==> src/design/rmf_defs.svh <==
// How it works
// RQ1 - Common packet layout for every framed packet
// RQ2 - Byte slots; UIDs 48, sub-device and checksum 16
// RQ3 - Multi-byte fields go most significant byte first
// RQ4 - Slot 0 carries start code, else ignored
// RQ5 - Slot 1 sub-start code; responder drops mismatches
// RQ6 - Slot 2 length, counts slots before checksum
// RQ7 - Checksum high at slot given by length
// RQ8 - Fixed header slots for UIDs and fields
// RQ9 - Destination is target UID, source is sender
// RQ10 - Controller broadcasts only discovery or set commands
// RQ11 - All-devices broadcast accepted by every responder
// RQ12 - Maker broadcast accepted on manufacturer match
// RQ13 - No reply to non-discovery broadcasts
// RQ14 - Each responder port has distinct device ID
// RQ15 - One primary port binds the others
// RQ16 - UID is 16-bit maker plus 32-bit device
// RQ17 - Reply only when destination matches own UID; code also replies to broadcast discovery requests
// RQ18 - Parameter length 0 to 231, consistent
// RQ19 - Checksum is 16-bit sum, mismatch discarded
`ifndef RMF_DEFS_SVH
`define RMF_DEFS_SVH
`define RMF_SLOT_SC 9'd0
`define RMF_SLOT_SUB 9'd1
`define RMF_SLOT_LEN 9'd2
`define RMF_SLOT_DST 9'd3
`define RMF_SLOT_DST_END 9'd8
`define RMF_SLOT_SRC 9'd9
`define RMF_SLOT_SRC_END 9'd14
`define RMF_SLOT_TN 9'd15
`define RMF_SLOT_PORT 9'd16
`define RMF_SLOT_MC 9'd17
`define RMF_SLOT_SD 9'd18
`define RMF_SLOT_SD_END 9'd19
`define RMF_SLOT_CC 9'd20
`define RMF_SLOT_PID 9'd21
`define RMF_SLOT_PID_END 9'd22
`define RMF_SLOT_PDL 9'd23
`define RMF_SLOT_PD 9'd24
`define RMF_LEN_MIN 8'h18
`define RMF_PDL_MAX 8'hE7
`define RMF_START_CODE 8'hF0
`define RMF_SUB_START 8'h01
`define RMF_BCAST_MFR 16'hFFFF
`define RMF_BCAST_DEV 32'hFFFFFFFF
`define RMF_CC_DISC 8'h10
`define RMF_CC_SET 8'h30
`define RMF_ERR_SUB 0
`define RMF_ERR_LEN 1
`define RMF_ERR_PDL 2
`define RMF_ERR_SUM 3
`endif

==> src/design/rmf_pkg.sv <==
`include "rmf_defs.svh"
package rmf_pkg;
  // Header fields of one packet, UIDs as maker/device pairs
  typedef struct packed {
    logic [47:0] dst;
    logic [47:0] src;
    logic [7:0] tn;
    logic [7:0] portType;
    logic [7:0] msgCnt;
    logic [15:0] subDev;
    logic [7:0] cc;
    logic [15:0] pid;
    logic [7:0] pdl;
  } rmf_hdr_s;

  typedef enum logic [1:0] {TX_IDLE = 2'b01, TX_SEND = 2'b10} rmf_tx_e;

  // Byte carried by header slot i
  function automatic logic [7:0] rmf_hdr_slot(input rmf_hdr_s h, input logic [7:0] len,
    input logic [7:0] sc, input logic [7:0] sub, input logic [8:0] i);
    logic [7:0] r;
    r = 8'h00;
    case (i) inside
      `RMF_SLOT_SC: r = sc; // RQ4
      `RMF_SLOT_SUB: r = sub; // RQ5
      `RMF_SLOT_LEN: r = len; // RQ6
      [`RMF_SLOT_DST:`RMF_SLOT_DST_END]: r = h.dst[8*(`RMF_SLOT_DST_END - i) +: 8]; // RQ3
      [`RMF_SLOT_SRC:`RMF_SLOT_SRC_END]: r = h.src[8*(`RMF_SLOT_SRC_END - i) +: 8]; // RQ8
      `RMF_SLOT_TN: r = h.tn;
      `RMF_SLOT_PORT: r = h.portType;
      `RMF_SLOT_MC: r = h.msgCnt;
      `RMF_SLOT_SD: r = h.subDev[15:8]; // RQ2
      `RMF_SLOT_SD_END: r = h.subDev[7:0];
      `RMF_SLOT_CC: r = h.cc;
      `RMF_SLOT_PID: r = h.pid[15:8];
      `RMF_SLOT_PID_END: r = h.pid[7:0];
      `RMF_SLOT_PDL: r = h.pdl; // RQ1
      default: r = 8'h00;
    endcase
    return r;
  endfunction
endpackage

==> src/design/rmf_link_if.sv <==
`timescale 1ns/1ps
// Slot streams: request from controller, reply from responder
interface rmf_link_if;
  logic reqValid;
  logic reqStart;
  logic [7:0] reqData;
  logic rspValid;
  logic rspStart;
  logic [7:0] rspData;
  modport ctrlEnd (output reqValid, output reqStart, output reqData,
    input rspValid, input rspStart, input rspData);
  modport respEnd (input reqValid, input reqStart, input reqData,
    output rspValid, output rspStart, output rspData);
endinterface

==> src/design/rmf_rx_parse.sv <==
`timescale 1ns/1ps
`include "rmf_defs.svh"
module rmf_rx_parse #(
  parameter logic [7:0] START_CODE = `RMF_START_CODE,
  parameter logic [7:0] SUB_START = `RMF_SUB_START
) (
  input wire logic sys_clk,
  input wire logic arst_n,
  input wire logic ce,
  input wire logic slotValid,
  input wire logic slotStart,
  input wire logic [7:0] slotData,
  output logic done,
  output logic good,
  output logic [3:0] errs,
  output rmf_pkg::rmf_hdr_s hdr,
  output logic pdValid,
  output logic [7:0] pdByte
);
  import rmf_pkg::*;
  logic act_q;
  logic [8:0] idx_q;
  logic [7:0] len_q;
  logic [15:0] sum_q;
  logic [7:0] chkHi_q;
  logic [8:0] lenW;
  logic sumBad;
  assign lenW = {1'b0, len_q};
  assign sumBad = {chkHi_q, slotData} != sum_q;

  // Slot counter and running sum
  always_ff @(posedge sys_clk or negedge arst_n)
  begin
    if (!arst_n)
    begin
      act_q <= 1'b0;
      idx_q <= 9'h000;
      len_q <= 8'h00;
      sum_q <= 16'h0000;
      chkHi_q <= 8'h00;
    end
    else if (ce && slotValid)
    begin
      if (slotStart)
      begin
        act_q <= slotData == START_CODE; // RQ4
        idx_q <= 9'h001;
        sum_q <= {8'h00, slotData};
      end
      else if (act_q)
      begin
        idx_q <= idx_q + 9'h001;
        if (idx_q == `RMF_SLOT_LEN)
          len_q <= slotData; // RQ6
        if (idx_q <= `RMF_SLOT_LEN || idx_q < lenW)
          sum_q <= sum_q + {8'h00, slotData}; // RQ19
        if (idx_q > `RMF_SLOT_LEN && idx_q == lenW)
          chkHi_q <= slotData; // RQ7
        if (idx_q > `RMF_SLOT_LEN && idx_q == lenW + 9'h001)
          act_q <= 1'b0;
      end
    end
  end

  // Header capture, big-endian shift-in
  always_ff @(posedge sys_clk or negedge arst_n)
  begin
    if (!arst_n)
      hdr <= '0;
    else if (ce && slotValid && !slotStart && act_q && idx_q < `RMF_SLOT_PD)
    begin
      case (idx_q) inside
        [`RMF_SLOT_DST:`RMF_SLOT_DST_END]: hdr.dst <= {hdr.dst[39:0], slotData}; // RQ3
        [`RMF_SLOT_SRC:`RMF_SLOT_SRC_END]: hdr.src <= {hdr.src[39:0], slotData}; // RQ8
        `RMF_SLOT_TN: hdr.tn <= slotData;
        `RMF_SLOT_PORT: hdr.portType <= slotData;
        `RMF_SLOT_MC: hdr.msgCnt <= slotData;
        [`RMF_SLOT_SD:`RMF_SLOT_SD_END]: hdr.subDev <= {hdr.subDev[7:0], slotData}; // RQ2
        `RMF_SLOT_CC: hdr.cc <= slotData;
        [`RMF_SLOT_PID:`RMF_SLOT_PID_END]: hdr.pid <= {hdr.pid[7:0], slotData};
        `RMF_SLOT_PDL: hdr.pdl <= slotData;
        default: hdr.tn <= hdr.tn;
      endcase
    end
  end

  // Checks, parameter data stream and end-of-packet verdict
  always_ff @(posedge sys_clk or negedge arst_n)
  begin
    if (!arst_n)
    begin
      errs <= 4'h0;
      done <= 1'b0;
      good <= 1'b0;
      pdValid <= 1'b0;
      pdByte <= 8'h00;
    end
    else if (ce)
    begin
      done <= 1'b0;
      pdValid <= 1'b0;
      if (slotValid && slotStart)
      begin
        errs <= 4'h0;
        good <= 1'b0;
      end
      else if (slotValid && act_q)
      begin
        if (idx_q == `RMF_SLOT_SUB)
          errs[`RMF_ERR_SUB] <= slotData != SUB_START; // RQ5
        if (idx_q == `RMF_SLOT_LEN)
          errs[`RMF_ERR_LEN] <= slotData < `RMF_LEN_MIN; // RQ6
        if (idx_q == `RMF_SLOT_PDL)
          errs[`RMF_ERR_PDL] <= slotData > `RMF_PDL_MAX ||
            slotData != len_q - 8'(`RMF_SLOT_PD); // RQ18
        if (idx_q >= `RMF_SLOT_PD && idx_q < lenW)
        begin
          pdValid <= 1'b1;
          pdByte <= slotData;
        end
        if (idx_q > `RMF_SLOT_LEN && idx_q == lenW + 9'h001)
        begin
          errs[`RMF_ERR_SUM] <= sumBad; // RQ19
          done <= 1'b1;
          good <= !sumBad && errs[2:0] == 3'b000;
        end
      end
    end
  end
endmodule

==> src/design/rmf_resp_end.sv <==
`timescale 1ns/1ps
`include "rmf_defs.svh"
module rmf_resp_end #(
  parameter logic [7:0] START_CODE = `RMF_START_CODE,
  parameter logic [7:0] SUB_START = `RMF_SUB_START,
  parameter logic [15:0] BCAST_MFR = `RMF_BCAST_MFR,
  parameter logic [31:0] BCAST_DEV = `RMF_BCAST_DEV,
  parameter logic [7:0] CC_DISC = `RMF_CC_DISC,
  parameter logic [7:0] PORT_NUM = 8'h00
) (
  input wire logic sys_clk,
  input wire logic arst_n,
  input wire logic ce,
  rmf_link_if.respEnd link,
  input wire logic [15:0] mfrId,
  input wire logic [31:0] devBase,
  input wire logic rspGo,
  input rmf_pkg::rmf_hdr_s rspHdrIn,
  input wire logic [7:0] pdByte,
  output logic [47:0] ownUid,
  output logic [47:0] primaryUid,
  output logic isPrimary,
  output logic reqDone,
  output logic [3:0] reqErrs,
  output logic reqDropped,
  output logic reqBcast,
  output rmf_pkg::rmf_hdr_s reqHdr,
  output logic reqPdValid,
  output logic [7:0] reqPdByte,
  output logic replyOk,
  output logic rspBusy,
  output logic rspRefused,
  output logic pdTake,
  output logic [7:0] pdIdx
);
  import rmf_pkg::*;
  logic pDone;
  logic pGood;
  logic [3:0] pErrs;
  rmf_hdr_s pHdr;
  logic pPdValid;
  logic [7:0] pPdByte;
  logic toMe;
  logic isAll;
  logic isMaker;
  logic isBcast;
  logic isDisc;
  rmf_tx_e st_q;
  rmf_hdr_s hdr_q;
  logic [8:0] idx_q;
  logic [15:0] sum_q;
  logic txValid_q;
  logic txStart_q;
  logic [7:0] txData_q;
  logic [8:0] lenW;
  logic [7:0] b;

  // Request receiver
  rmf_rx_parse #(.START_CODE(START_CODE), .SUB_START(SUB_START)) rxParse (
    .sys_clk(sys_clk),
    .arst_n(arst_n),
    .ce(ce),
    .slotValid(link.reqValid),
    .slotStart(link.reqStart),
    .slotData(link.reqData),
    .done(pDone),
    .good(pGood),
    .errs(pErrs),
    .hdr(pHdr),
    .pdValid(pPdValid),
    .pdByte(pPdByte)
  );

  // Identity of this port: maker in the top 16 bits, device below
  always_ff @(posedge sys_clk or negedge arst_n)
  begin
    if (!arst_n)
    begin
      ownUid <= 48'h000000000000;
      primaryUid <= 48'h000000000000;
      isPrimary <= 1'b0;
    end
    else if (ce)
    begin
      ownUid <= {mfrId, devBase + {24'h000000, PORT_NUM}}; // RQ14
      primaryUid <= {mfrId, devBase}; // RQ15
      isPrimary <= PORT_NUM == 8'h00; // RQ15
    end
  end

  // Destination decode
  assign toMe = pHdr.dst == ownUid; // RQ17
  assign isAll = pHdr.dst == {BCAST_MFR, BCAST_DEV}; // RQ11
  assign isMaker = pHdr.dst == {ownUid[47:32], BCAST_DEV}; // RQ12
  assign isBcast = !toMe && (isAll || isMaker); // RQ16
  assign isDisc = pHdr.cc == CC_DISC;

  // Request results towards the user
  always_ff @(posedge sys_clk or negedge arst_n)
  begin
    if (!arst_n)
    begin
      reqDone <= 1'b0;
      reqErrs <= 4'h0;
      reqDropped <= 1'b0;
      reqBcast <= 1'b0;
      reqHdr <= '0;
      reqPdValid <= 1'b0;
      reqPdByte <= 8'h00;
    end
    else if (ce)
    begin
      reqDone <= 1'b0;
      reqDropped <= 1'b0;
      reqPdValid <= pPdValid && (toMe || isAll || isMaker);
      reqPdByte <= pPdByte;
      if (pDone)
      begin
        reqErrs <= pErrs;
        if (pGood && (toMe || isAll || isMaker)) // RQ5
        begin
          reqDone <= 1'b1;
          reqHdr <= pHdr;
          reqBcast <= isBcast; // RQ13
        end
        else
          reqDropped <= 1'b1; // RQ19
      end
    end
  end

  // Reply permission: addressed request, or broadcast discovery request
  always_ff @(posedge sys_clk or negedge arst_n)
  begin
    if (!arst_n)
      replyOk <= 1'b0;
    else if (ce)
    begin
      if (link.reqValid && link.reqStart)
        replyOk <= 1'b0;
      else if (pDone && pGood && (toMe || ((isAll || isMaker) && isDisc)))
        replyOk <= 1'b1; // RQ13
      else if (st_q == TX_IDLE && rspGo)
        replyOk <= 1'b0;
    end
  end

  assign lenW = `RMF_SLOT_PD + {1'b0, hdr_q.pdl};
  assign rspBusy = st_q == TX_SEND;
  assign link.rspValid = txValid_q;
  assign link.rspStart = txStart_q;
  assign link.rspData = txData_q;

  // Byte for the current reply slot
  always_comb
  begin
    if (idx_q < `RMF_SLOT_PD)
      b = rmf_hdr_slot(hdr_q, lenW[7:0], START_CODE, SUB_START, idx_q); // RQ1
    else if (idx_q < lenW)
      b = pdByte;
    else if (idx_q == lenW)
      b = sum_q[15:8]; // RQ7
    else
      b = sum_q[7:0];
  end

  // Reply serialiser
  always_ff @(posedge sys_clk or negedge arst_n)
  begin
    if (!arst_n)
    begin
      st_q <= TX_IDLE;
      hdr_q <= '0;
      idx_q <= 9'h000;
      sum_q <= 16'h0000;
      txValid_q <= 1'b0;
      txStart_q <= 1'b0;
      txData_q <= 8'h00;
      rspRefused <= 1'b0;
      pdTake <= 1'b0;
      pdIdx <= 8'h00;
    end
    else if (ce)
    begin
      rspRefused <= 1'b0;
      txValid_q <= 1'b0;
      txStart_q <= 1'b0;
      unique case (st_q)
        TX_IDLE:
        begin
          if (rspGo && !replyOk)
            rspRefused <= 1'b1; // RQ13
          else if (rspGo)
          begin
            st_q <= TX_SEND;
            hdr_q <= rspHdrIn;
            hdr_q.dst <= reqHdr.src; // RQ9
            hdr_q.src <= ownUid; // RQ9
            hdr_q.tn <= reqHdr.tn;
            idx_q <= 9'h000;
            sum_q <= 16'h0000;
            pdIdx <= 8'h00;
          end
        end
        TX_SEND:
        begin
          txValid_q <= 1'b1;
          txStart_q <= idx_q == `RMF_SLOT_SC; // RQ4
          txData_q <= b;
          idx_q <= idx_q + 9'h001;
          if (idx_q < lenW)
            sum_q <= sum_q + {8'h00, b}; // RQ19
          if (idx_q >= `RMF_SLOT_PD && idx_q < lenW)
            pdIdx <= pdIdx + 8'h01;
          pdTake <= idx_q + 9'h001 >= `RMF_SLOT_PD && idx_q + 9'h001 < lenW;
          if (idx_q == lenW + 9'h001)
            st_q <= TX_IDLE;
        end
      endcase
    end
  end
endmodule

==> src/flat_wrapper.sv <==
// flat-port wrapper written by rule: the top's interface ports become plain ports
module rmf_resp_end_flat import rmf_pkg::*;
#(
  parameter logic [7:0] START_CODE = `RMF_START_CODE,
  parameter logic [7:0] SUB_START = `RMF_SUB_START,
  parameter logic [15:0] BCAST_MFR = `RMF_BCAST_MFR,
  parameter logic [31:0] BCAST_DEV = `RMF_BCAST_DEV,
  parameter logic [7:0] CC_DISC = `RMF_CC_DISC,
  parameter logic [7:0] PORT_NUM = 8'h00
)
  (sys_clk, arst_n, ce, mfrId, devBase, rspGo, rspHdrIn, pdByte, ownUid, primaryUid, isPrimary, reqDone, reqErrs, reqDropped, reqBcast, reqHdr, reqPdValid, reqPdByte, replyOk, rspBusy, rspRefused, pdTake, pdIdx, link_reqValid, link_reqStart, link_reqData, link_rspValid, link_rspStart, link_rspData);
  rmf_link_if link_i ();
  input wire logic sys_clk;
  input wire logic arst_n;
  input wire logic ce;
  input wire logic [15:0] mfrId;
  input wire logic [31:0] devBase;
  input wire logic rspGo;
  input rmf_pkg::rmf_hdr_s rspHdrIn;
  input wire logic [7:0] pdByte;
  output logic [47:0] ownUid;
  output logic [47:0] primaryUid;
  output logic isPrimary;
  output logic reqDone;
  output logic [3:0] reqErrs;
  output logic reqDropped;
  output logic reqBcast;
  output rmf_pkg::rmf_hdr_s reqHdr;
  output logic reqPdValid;
  output logic [7:0] reqPdByte;
  output logic replyOk;
  output logic rspBusy;
  output logic rspRefused;
  output logic pdTake;
  output logic [7:0] pdIdx;
  input wire logic [$bits(link_i.reqValid)-1:0] link_reqValid;
  input wire logic [$bits(link_i.reqStart)-1:0] link_reqStart;
  input wire logic [$bits(link_i.reqData)-1:0] link_reqData;
  output wire logic [$bits(link_i.rspValid)-1:0] link_rspValid;
  output wire logic [$bits(link_i.rspStart)-1:0] link_rspStart;
  output wire logic [$bits(link_i.rspData)-1:0] link_rspData;
  assign link_i.reqValid = link_reqValid;
  assign link_i.reqStart = link_reqStart;
  assign link_i.reqData = link_reqData;
  assign link_rspValid = link_i.rspValid;
  assign link_rspStart = link_i.rspStart;
  assign link_rspData = link_i.rspData;
  rmf_resp_end #(.START_CODE(START_CODE), .SUB_START(SUB_START), .BCAST_MFR(BCAST_MFR), .BCAST_DEV(BCAST_DEV), .CC_DISC(CC_DISC), .PORT_NUM(PORT_NUM)) u_core (.sys_clk(sys_clk), .arst_n(arst_n), .ce(ce), .link(link_i), .mfrId(mfrId), .devBase(devBase), .rspGo(rspGo), .rspHdrIn(rspHdrIn), .pdByte(pdByte), .ownUid(ownUid), .primaryUid(primaryUid), .isPrimary(isPrimary), .reqDone(reqDone), .reqErrs(reqErrs), .reqDropped(reqDropped), .reqBcast(reqBcast), .reqHdr(reqHdr), .reqPdValid(reqPdValid), .reqPdByte(reqPdByte), .replyOk(replyOk), .rspBusy(rspBusy), .rspRefused(rspRefused), .pdTake(pdTake), .pdIdx(pdIdx));
endmodule
==> config.mk <==
export PLATFORM = sky130hd
export DESIGN_NAME = rmf_resp_end_flat
export DESIGN_NICKNAME = d
export VERILOG_FILES = /design/src/design/rmf_pkg.sv /design/src/design/rmf_link_if.sv /design/src/design/rmf_rx_parse.sv /design/src/design/rmf_resp_end.sv /design/src/flat_wrapper.sv
export VERILOG_INCLUDE_DIRS = /design/src /design/src/design
export SDC_FILE = /design/constraint.sdc
export NUM_CORES = 1
export LEC_CHECK = 0
export BUFFER_PORTS_ARGS = -buffer_cell sky130_fd_sc_hd__buf_2
export CORE_ASPECT_RATIO = 2
export CORE_MARGIN = 2
export CORE_UTILIZATION = 61
export CTS_CLUSTER_DIAMETER = 40
export CTS_CLUSTER_SIZE = 10
export DETAILED_ROUTE_END_ITERATION = 16
export HOLD_SLACK_MARGIN = 0.05
export PLACE_DENSITY = 0.83
export SYNTH_ARGS = -nofsm -noshare
export SYNTH_HDL_FRONTEND = slang
export SYNTH_SLANG_ARGS = --single-unit
==> constraint.sdc <==
create_clock -name sys_clk -period 10.36 [get_ports sys_clk]
set_clock_uncertainty 0.05 [all_clocks]
set_input_delay 0.518 -clock sys_clk [delete_from_list [all_inputs] [get_ports sys_clk]]
set_output_delay 0.518 -clock sys_clk [all_outputs]
set_load 0.01 [all_outputs]
==> results of run 1 <==
what timing repair did:
item | in CTS | in global routing
hold buffers | 10 | 0
endpoints found under the hold margin | 118 | 0
endpoints found under the setup margin | 0 | 0
cells in the mapped netlist, types with 7 or more instances:
library cell / n / area, um^2
dfrtp_1: 673 / 16800
mux2_2: 587 / 6610
nand2_1: 115 / 432
clkbuf_1: 86 / 323
xnor2_1: 84 / 736
o21ai_0: 83 / 415
a21oi_1: 79 / 395
nor2_1: 69 / 259
ha_1: 58 / 726
buf_4: 50 / 375
inv_1: 45 / 169
nor3_1: 45 / 225
nand4_1: 40 / 250
nand3_1: 36 / 180
buf_2: 28 / 140
mux2i_1: 25 / 250
o31ai_1: 25 / 188
xor2_1: 24 / 210
nor4_1: 20 / 125
o22ai_1: 18 / 113
mux4_2: 17 / 383
a21o_1: 15 / 113
nand2b_1: 14 / 87.6
a221oi_1: 13 / 114
nor2b_1: 13 / 81.3
and3_1: 12 / 75.1
or3_1: 12 / 75.1
or4_1: 12 / 90.1
a31oi_1: 11 / 68.8
o21a_1: 11 / 82.6
buf_1: 10 / 37.5
o211ai_1: 10 / 75.1
or2_2: 8 / 50.1
a211oi_1: 7 / 52.6
nand3b_1: 7 / 52.6
routing by layer:
layer,track usage,up-vias,part of all wire
li1,-,9660,-
met1,0.387,11300,0.36
met2,0.594,922,0.51
met3,0.0629,304,0.057
met4,0.241,0,0.079
met5,0,-,0
state kept, by name (all words and copies together) (netlist names), 2 cells and up:
| name | flops |
|---|---|
| u_core.primaryUid | 48 |
| u_core.rxParse.pdByte | 8 |
| u_core.st_q | 2 |
| u_core.rxParse.hdr | 168 |
| u_core.reqErrs | 4 |
| u_core.rxParse.errs | 4 |
| u_core.idx_q | 9 |
| u_core.pdIdx | 8 |
| u_core.rxParse.len_q | 8 |
| u_core.hdr_q | 168 |
| u_core.sum_q | 16 |
| u_core.rxParse.sum_q | 16 |
| u_core.reqPdByte | 8 |
| u_core.rxParse.chkHi_q | 8 |
| u_core.rxParse.idx_q | 9 |
| u_core.link.rspData | 8 |
| u_core.reqHdr | 168 |
cells by family (layout without fill, tap and decap cells):
logic type | Yosys count | in the layout | synth area share
XOR/XNOR | 108 | 108 | 0.0300
flip-flops | 674 | 674 | 0.536
AO/OA/AOI/OAI | 343 | 343 | 0.0731
buffers and inverters | 225 | 621 | 0.0344
other | 0 | 1 | 0
multiplexers | 630 | 630 | 0.230
adder cells (fa/ha/maj) | 60 | 60 | 0.0243
AND/OR/NAND/NOR | 432 | 432 | 0.0723
report_power, final:
group	internal [uW]	switching, uW	leakage (uW)
clock	1380	1060	0.00106
combinational	482	820	0.00804
sequential	2730	145	0.00919
placed cells by master, fill, tap and decap left out, drive strengths merged, types with 40 or more instances in the layout:
cell	netlist	final
nand2	116	116
ha	58	58
buf	90	465
a21oi	79	79
o21ai	85	85
dfrtp	673	673
inv	45	48
mux2	588	588
nor2	69	69
nor3	46	46
xnor2	84	84
clkbuf	86	89
nand4	40	40
cell type report:
type | instances | share of cell area
repair buffers | 475 | 0.0698
inverters | 49 | 0.00509
flip-flops and latches | 674 | 0.467
multi-input cells | 1573 | 0.376
clock inverters | 8 | 0.00415
well taps | 654 | 0.0226
clock buffers | 89 | 0.0560
diodes | 1 | 0.0000692
worst max-delay path, cell delays in order, from the launching register on:
cell,delay [ns]
dfrtp_2,0.71
buf_4,0.53
inv_1,0.22
ha_1,0.55
nand3b_1,0.31
o311ai_2,0.15
or2_0,0.55
nand2_1,0.20
a221oi_1,0.40
nor3_1,0.25
o22ai_1,0.24
ha_1,0.23
inv_1,0.06
fa_1,0.39
nand3b_1,0.20
a21oi_1,0.18
o21a_1,0.17
o21ai_0,0.12
a2111oi_2,0.73
a31oi_1,0.17
a41o_1,0.24
worst max path at each step:
| stage | startpoint | end | depth (start not counted) |
|---|---|---|---|
| 6_report | u_core.idx_q[0]$_DFFE_PN0P_ | u_core.sum_q[14]$_DFFE_PN0P_ | 20 |
| 5_1_grt | u_core.idx_q[0]$_DFFE_PN0P_ | u_core.sum_q[14]$_DFFE_PN0P_ | 20 |
| 4_1_cts | u_core.idx_q[0]$_DFFE_PN0P_ | u_core.sum_q[14]$_DFFE_PN0P_ | 20 |
| 3_5_place_dp | u_core.idx_q[0]$_DFFE_PN0P_ | u_core.sum_q[14]$_DFFE_PN0P_ | 20 |
| 3_3_place_gp | u_core.idx_q[0]$_DFFE_PN0P_ | u_core.sum_q[14]$_DFFE_PN0P_ | 20 |
| 2_1_floorplan | u_core.idx_q[0]$_DFFE_PN0P_ | u_core.sum_q[14]$_DFFE_PN0P_ | 23 |
stage by stage:
stage	worst slack, ns	area [um^2]	hold WS (ns)	power [uW]	util
floorplan	4.95	31500	0.172	3710	-
global placement	3.77	33900	0.398	4150	0.665
detailed placement	3.66	33900	0.394	4180	0.665
CTS	3.64	36100	0.0501	6620	0.710
global route	3.21	36200	0.0625	6870	0.710
finish	3.57	36200	0.0638	6620	0.710
==> flow_summary.ini, run 1 <==
[synthesis]
synth.avg_cell_area_um2 = 12.7
syn_area_mm2 = 0.0315
synthFlopType = dfrtp_1
syn_nets = 2770
synthCells = 2472
yosysWarnings = 0
synthArstFlopShare = 1.00
synth-seq-cells = 674
synth_seq_area_share = 0.536
synth_cell_types = 90
synth_edf_count = 0

[final_layout]
drive_gt1_frac = 0.418
multi_input_area_mm2 = 0.0136
nets = 3149
area_delta_synth_final_pct = 14.8
seqCellArea_mm2 = 0.0169
nFillCells = 3486
stdcell_count = 3523

[global_routing]
antenna_found_initial = 1
first_global_vias = 23500
overflow = 0
grt_pass1_wl_um = 140000
grt_max_degree = 171
grt_use_total = 0.348

[setup_path]
ff2ff_path_depth = 20
worstReg2RegEnd = u_core.sum_q[14]$_DFFE_PN0P_
r2r_start = u_core.idx_q[0]$_DFFE_PN0P_
r2r_slack_ns = 3.57
worstSetupPathType = flip-flop to flip-flop
worst_setup_path_end_kind = flip-flop
arrival_ns = 7.25
critPathMaxFanout = 26
cp.required_ns = 10.82
critPathLaunchType = flip-flop

[clocking]
clkSlewWorstSetupHoldPaths_ns = 0.06
htreeDepth = 3
clock_latency_ns = 0.64
ctsRootBufferMaster = clkbuf_16
clockBufferDepth = 3
cts.sinks = 674
cts_tree = done
cts_setup_buffers = 0
cts_resized = 0
cts-buffers-inserted = 78

[floorplan]
core_mm2 = 0.0509
num_rows = 117
start_util = 0.618
pin_count = 541
die_h_um = 325
dieArea_mm2 = 0.0536
die_w_um = 165

[sta]
drv_slew = 0
finalSetupViolCount = 0
slew_headroom = 0.166
fin_crit_ns = 6.79
post-route-period-util = 0.655
finalHoldViolations = 0
rsz0062_at_grt = no
clock.fmax_ghz = 0.147
worst_slew_pin_slew_ns = 1.25
tns_ns = 0

[worst_hold_path]
whs_endpoint = u_core.hdr_q[58]$_DFFE_PN0P_
min_delay_path_depth = 2
hp-start = rspHdrIn[58]
hp-class = primary input to flip-flop

[routing]
wirelength_um = 92700
ant_nets = 0
viasPerCell = 6.31
vias = 22200
dr.pass1.iters = 5
post_drt_wl_per_cell_um = 26.3
drc = 0
drt_iter0_markers = 1548

[status]
outcome = finished clean

[flow_run]
cap_violations = 0

[placement]
portBuffers = 436
dp_hpwl_um = 66600
place.gp.congestion = 1.01
placed_cells = 3415

[power]
cellPowerDensity_mw_per_mm2 = 183
p_leak_uw = 0.0183
worst_ir_drop_vdd_mv = 0.173
Note: power is estimated with default switching activity, not from simulation.
==> run 2: changes to the inputs <==
CORE_UTILIZATION = 57   (was 61)
PLACE_DENSITY = 0.78   (was 0.83)
clock period = 6.75 ns   (was 10.36 ns; I/O delays follow)
==> flow_summary.ini, run 2 (synthesis results as in run 1) <==
[power]
netSwitchingPower_uw = 3150
p_leak_uw = 0.0188
switching_share = 0.306
combinationalPowerShare = 0.199
seq_power_share = 0.430
p_int_uw = 7160
p_clk_frac = 0.371
cellPowerDensity_mw_per_mm2 = 276
worst_ir_drop_vdd_mv = 0.242

[global_routing]
overflow = 0
antenna_found_initial = 2
grt_max_degree = 188
grt_use_total = 0.343
first_global_vias = 24100
grt_pass1_wl_um = 147000

[setup_path]
cp_slowest_stage_delay_ns = 0.71
critPathSlowestCell = a2111oi_2
critPathMaxFanout = 15
cp.required_ns = 7.21
worst_setup_path_end_kind = flip-flop
cpLargestDelayFamily = compound AO/OA/AOI/OAI gates
arrival_ns = 6.39
worstSetupPathType = flip-flop to flip-flop
cp.buffers_inverters = 2
critPathLaunchType = flip-flop
critical_path.cell_chain = inv_1 > ha_1 > clkinv_1 > o22ai_1 > nor3_1 > o21ai_0 > a311oi_1 > or3_1 > a22o_1 > ha_1 > nand3b_1 > a21oi_1 > o21a_1 > o21ai_0 > a2111oi_2 > a21oi_1 > a31o_2

[sta]
rsz0062_at_grt = no
finalSetupViolCount = 0
tns_ns = 0
post-route-period-util = 0.878
slew_headroom = 0.172
fin_crit_ns = 5.93
clock.fmax_ghz = 0.169
finalHoldViolations = 0
drv_slew = 0
worst_slew_pin_slew_ns = 1.24

[final_layout]
nFillCells = 3865
post-route-util = 0.685
nets = 3262
area_delta_synth_final_pct = 18.6
layout_common_cells = dfrtp_1 (672), mux2_2 (587), buf_2 (434)
final_common_cell = dfrtp_1
drive_gt1_frac = 0.407
reg_top3 = u_core.hdr_q (168), u_core.reqHdr (168), u_core.rxParse.hdr (168)
fin_area_mm2 = 0.0374

[routing]
viasPerCell = 6.25
post_drt_wl_per_cell_um = 26.5
vias = 22800
drt_iter0_markers = 1646
wirelength_um = 97000
dr.pass1.iters = 5
ant_nets = 0
drc = 0

[floorplan]
dieArea_mm2 = 0.0573
die_w_um = 170
die_h_um = 336
core_mm2 = 0.0545
pin_count = 541
start_util = 0.578
num_rows = 121

[placement]
place.gp.congestion = 0.988
dp_hpwl_um = 67300
portBuffers = 436
placed_area_mm2 = 0.0340

[flow_run]
cap_violations = 0

[clocking]
cts.sinks = 674
htreeDepth = 3
ctsRootBufferMaster = clkbuf_16
cts_tree = done
cts-buffers-inserted = 80
clockBufferDepth = 3
clkSlewWorstSetupHoldPaths_ns = 0.06
cts_setup_buffers = 0
clock_latency_ns = 0.63

[status]
outcome = finished clean

[worst_hold_path]
hp-class = primary input to flip-flop
[run 2: cell types whose count changed in the layout (fill, tap and decap cells not counted)]
cell / previous run / this run
dlygate4sd3_1: 10 / 113
clkbuf_1: 8 / 0
buf_4: 29 / 34
clkinv_2: 0 / 4
buf_12: 1 / 4
clkbuf_16: 78 / 80
clkbuf_8: 3 / 1
inv_6: 1 / 3
bufinv_16: 0 / 1
clkinv_8: 2 / 1
clkinvlp_4: 0 / 1
[run 2: per-stage QoR]
step	setup slack, ns	instances	hold slack [ns]	total power [uW]
finish	0.820	3655	0.0918	10300
global route	0.468	3655	0.131	10700
CTS	0.929	3654	0.0622	10300
detailed placement	0.971	3445	0.354	6430
global placement	1.05	3445	0.348	6370
floorplan	1.34	2472	-0.00809	5700
[run 2: power groups by stage]
| stage | clock [uW] | combinational, uW | sequential (uW) |
|---|---|---|---|
| 2_1_floorplan | 0 | 1300 | 4400 |
| 3_3_place_gp | 0 | 1890 | 4480 |
| 3_5_place_dp | 0 | 1940 | 4490 |
| 4_1_cts | 3880 | 2000 | 4420 |
| 5_1_grt | 4050 | 2220 | 4440 |
| 6_report | 3820 | 2050 | 4430 |
[run 2: final timing paths]
| kind | from | endpoint | slack (ns) | depth (start not counted) |
|---|---|---|---|---|
| worst max-delay path | u_core.idx_q[1]$_DFFE_PN0P_ | u_core.sum_q[12]$_DFFE_PN0P_ | 0.82 | 17 |
| worst min-delay path | link_reqValid | u_core.rxParse.errs[3]$_DFFE_PN0P_ | 0.09 | 4 |
| worst max register to register | u_core.idx_q[1]$_DFFE_PN0P_ | u_core.sum_q[12]$_DFFE_PN0P_ | 0.82 | 17 |
| worst min register to register | u_core.isPrimary$_DFFE_PN0P_ | u_core.isPrimary$_DFFE_PN0P_ | 0.43 | 1 |
| max in group asynchronous | arst_n | u_core.reqHdr[6]$_DFFE_PN0P_ | 4.82 | 3 |
| min in group asynchronous | arst_n | u_core.sum_q[9]$_DFFE_PN0P_ | 0.25 | 2 |
[run 2: routing by layer]
layer,GRT usage,share of wire,vias to the layer above
met1,0.385,0.36,11700
met4,0.200,0.064,2
li1,-,-,9884
met2,0.597,0.51,975
met5,0,0.00011,-
met3,0.0729,0.065,295
[run 2: cell type report]
cell class	instances	area, um^2	share of cell area
Clock inverter	15	209	0.00559
Antenna cell	1	2.50	0.0000670
Clock buffer	81	2020	0.0540
Multi-Input combinational cell	1573	13600	0.364
Sequential cell	674	16900	0.452
Timing Repair Buffer	586	3650	0.0978
Inverter	49	184	0.00492
Tap cell	676	846	0.0226
[run 2: what timing repair did]
action                    CTS  global route
resized for setup           0             0
hold endpoints to repair  193             0
hold buffers              113             0
[run 2: worst min-delay path: stages]
cell,delay [ns]
buf_2,0.12
nand2_1,0.10
nand2_1,0.07
o21ai_0,0.09
==> run 3: changes to the inputs <==
PLACE_DENSITY = 0.81   (was 0.78)
==> flow_summary.ini, run 3 (synthesis results as in run 1) <==
[routing]
ant_nets = 0
wirelength_um = 97000
route.met3.wl_um = 6170
dr_wl_met2_um = 49400
top_layer_used = met5
drt_iter0_markers = 1860
met1_length_um = 34300
post_drt_wl_per_cell_um = 26.4
viasPerCell = 6.24
drc = 0
dr.pass1.iters = 8
vias = 22900

[setup_path]
critPathLaunchType = flip-flop
r2r_slack_ns = 0.81
r2r_start = u_core.idx_q[0]$_DFFE_PN0P_
worst_setup_path_end_kind = flip-flop
ff2ff_path_depth = 18
arrival_ns = 6.40
worstReg2RegEnd = u_core.sum_q[10]$_DFFE_PN0P_
cp.required_ns = 7.21
worstSetupPathType = flip-flop to flip-flop
critPathMaxFanout = 23

[floorplan]
die_w_um = 170
dieArea_mm2 = 0.0573
num_rows = 121
pin_count = 541
core_mm2 = 0.0545
die_h_um = 336
start_util = 0.578

[placement]
placed_cells = 3447
dp_slack_ns = 1.00
placed_area_mm2 = 0.0340
portBuffers = 436
place.gp.congestion = 0.982
dp_hpwl_um = 68100

[final_layout]
stdcell_count = 3669
nets = 3265
fin_area_mm2 = 0.0375
area_delta_synth_final_pct = 19.1
reg_top3 = u_core.hdr_q (168), u_core.reqHdr (168), u_core.rxParse.hdr (168)
drive_gt1_frac = 0.407
final_common_cell = dfrtp_1
layout_common_cells = dfrtp_1 (672), mux2_2 (587), buf_2 (434)

[flow_run]
cap_violations = 0

[clocking]
htreeDepth = 3
cts.sinks = 674
clockBufferDepth = 3
cts_tree = done
clock_latency_ns = 0.64
ctsRootBufferMaster = clkbuf_16
cts_resized = 0
clkSlewWorstSetupHoldPaths_ns = 0.05
cts-buffers-inserted = 81

[sta]
slew_headroom = 0.236
worst_slack_ns = 0.808
fin_crit_ns = 5.94
clock.fmax_ghz = 0.168
rsz0062_at_grt = no
finalSetupViolCount = 0
finalHoldViolations = 0
post-route-period-util = 0.880
drv_slew = 0
worst_slew_pin_slew_ns = 1.15
tns_ns = 0

[global_routing]
grt_use_total = 0.341
grt_pass1_wl_um = 146000
first_global_vias = 24000
overflow = 0
antenna_found_initial = 5
grt_max_degree = 192

[worst_hold_path]
min_delay_path_depth = 4
hp-class = primary input to flip-flop
whs_endpoint = u_core.link.rspData[3]$_DFFE_PN0P_
hp-start = pdByte[3]

[power]
power_uw = 10500
worst_ir_drop_vdd_mv = 0.219
cellPowerDensity_mw_per_mm2 = 279
p_leak_uw = 0.0189

[status]
outcome = finished clean
## run 3: changes by cell type in the layout (fill, tap and decap cells not counted)
cell        before  now
bufinv_16        1    3
diode_2          1    4
clkinv_2         4    5
inv_6            3    2
buf_4           34   38
clkbuf_1         0    6
buf_12           4    2
clkinvlp_4       1    0
inv_16           2    1
clkinv_16        2    4
clkbuf_16       80   81
## run 3: final cells by class
cell class,instances,area (um^2)
fill,3843,17000
sequential,674,16900
multi-input combinational,1573,13600
timing repair buffer,588,3640
clock buffer,88,2060
tap,676,846
clock inverter,17,298
inverter,49,184
antenna,4,10.0
## run 3: critical path: stages (launching register included)
cell,delay [ns]
dfrtp_2,0.65
inv_1,0.25
ha_1,0.64
clkinv_1,0.47
o22ai_1,0.49
nor3_1,0.10
o21ai_0,0.26
a311oi_1,0.27
or3_1,0.39
a22o_1,0.27
ha_1,0.35
nand3b_1,0.12
a21oi_1,0.21
o21a_1,0.18
o21ai_0,0.14
a2111oi_2,0.46
buf_4,0.22
a21oi_1,0.07
a31o_2,0.23
## run 3: how the worst max path moves through the flow
| stage | from | endpoint | slack [ns] | cells past startpoint |
|---|---|---|---|---|
| 2_1_floorplan | u_core.idx_q[0]$_DFFE_PN0P_ | u_core.sum_q[14]$_DFFE_PN0P_ | 1.34 | 23 |
| 3_3_place_gp | u_core.idx_q[0]$_DFFE_PN0P_ | u_core.sum_q[10]$_DFFE_PN0P_ | 1.04 | 17 |
| 3_5_place_dp | u_core.idx_q[0]$_DFFE_PN0P_ | u_core.sum_q[10]$_DFFE_PN0P_ | 1.00 | 17 |
| 4_1_cts | u_core.idx_q[0]$_DFFE_PN0P_ | u_core.sum_q[10]$_DFFE_PN0P_ | 0.99 | 17 |
| 5_1_grt | u_core.idx_q[0]$_DFFE_PN0P_ | u_core.sum_q[10]$_DFFE_PN0P_ | 0.50 | 18 |
| 6_report | u_core.idx_q[0]$_DFFE_PN0P_ | u_core.sum_q[10]$_DFFE_PN0P_ | 0.81 | 18 |
## run 3: power breakdown
group          leakage, uW  internal, uW  switching [uW]
logic              0.00852           797            1210
registers          0.00919          4180             285
clock network      0.00115          2300            1690
## run 3: through the flow
step	hold slack (ns)	util
final	0.113	0.688
after detailed placement	0.396	0.624
after CTS	0.0716	0.688
after floorplan	-0.00809	-
after global routing	0.121	0.688
after global placement	0.395	0.624
## run 3: repair_timing
item / 4_1_cts / 5_1_grt
hold buffers: 113 / 0
hold endpoints to repair: 221 / 0
setup buffers: 0 / 0
## run 3: per-layer routing
metal,vias to the layer above,GRT usage
met5,-,0
met4,2,0.228
met3,324,0.0662
met2,1041,0.590
met1,11600,0.378
li1,9915,-
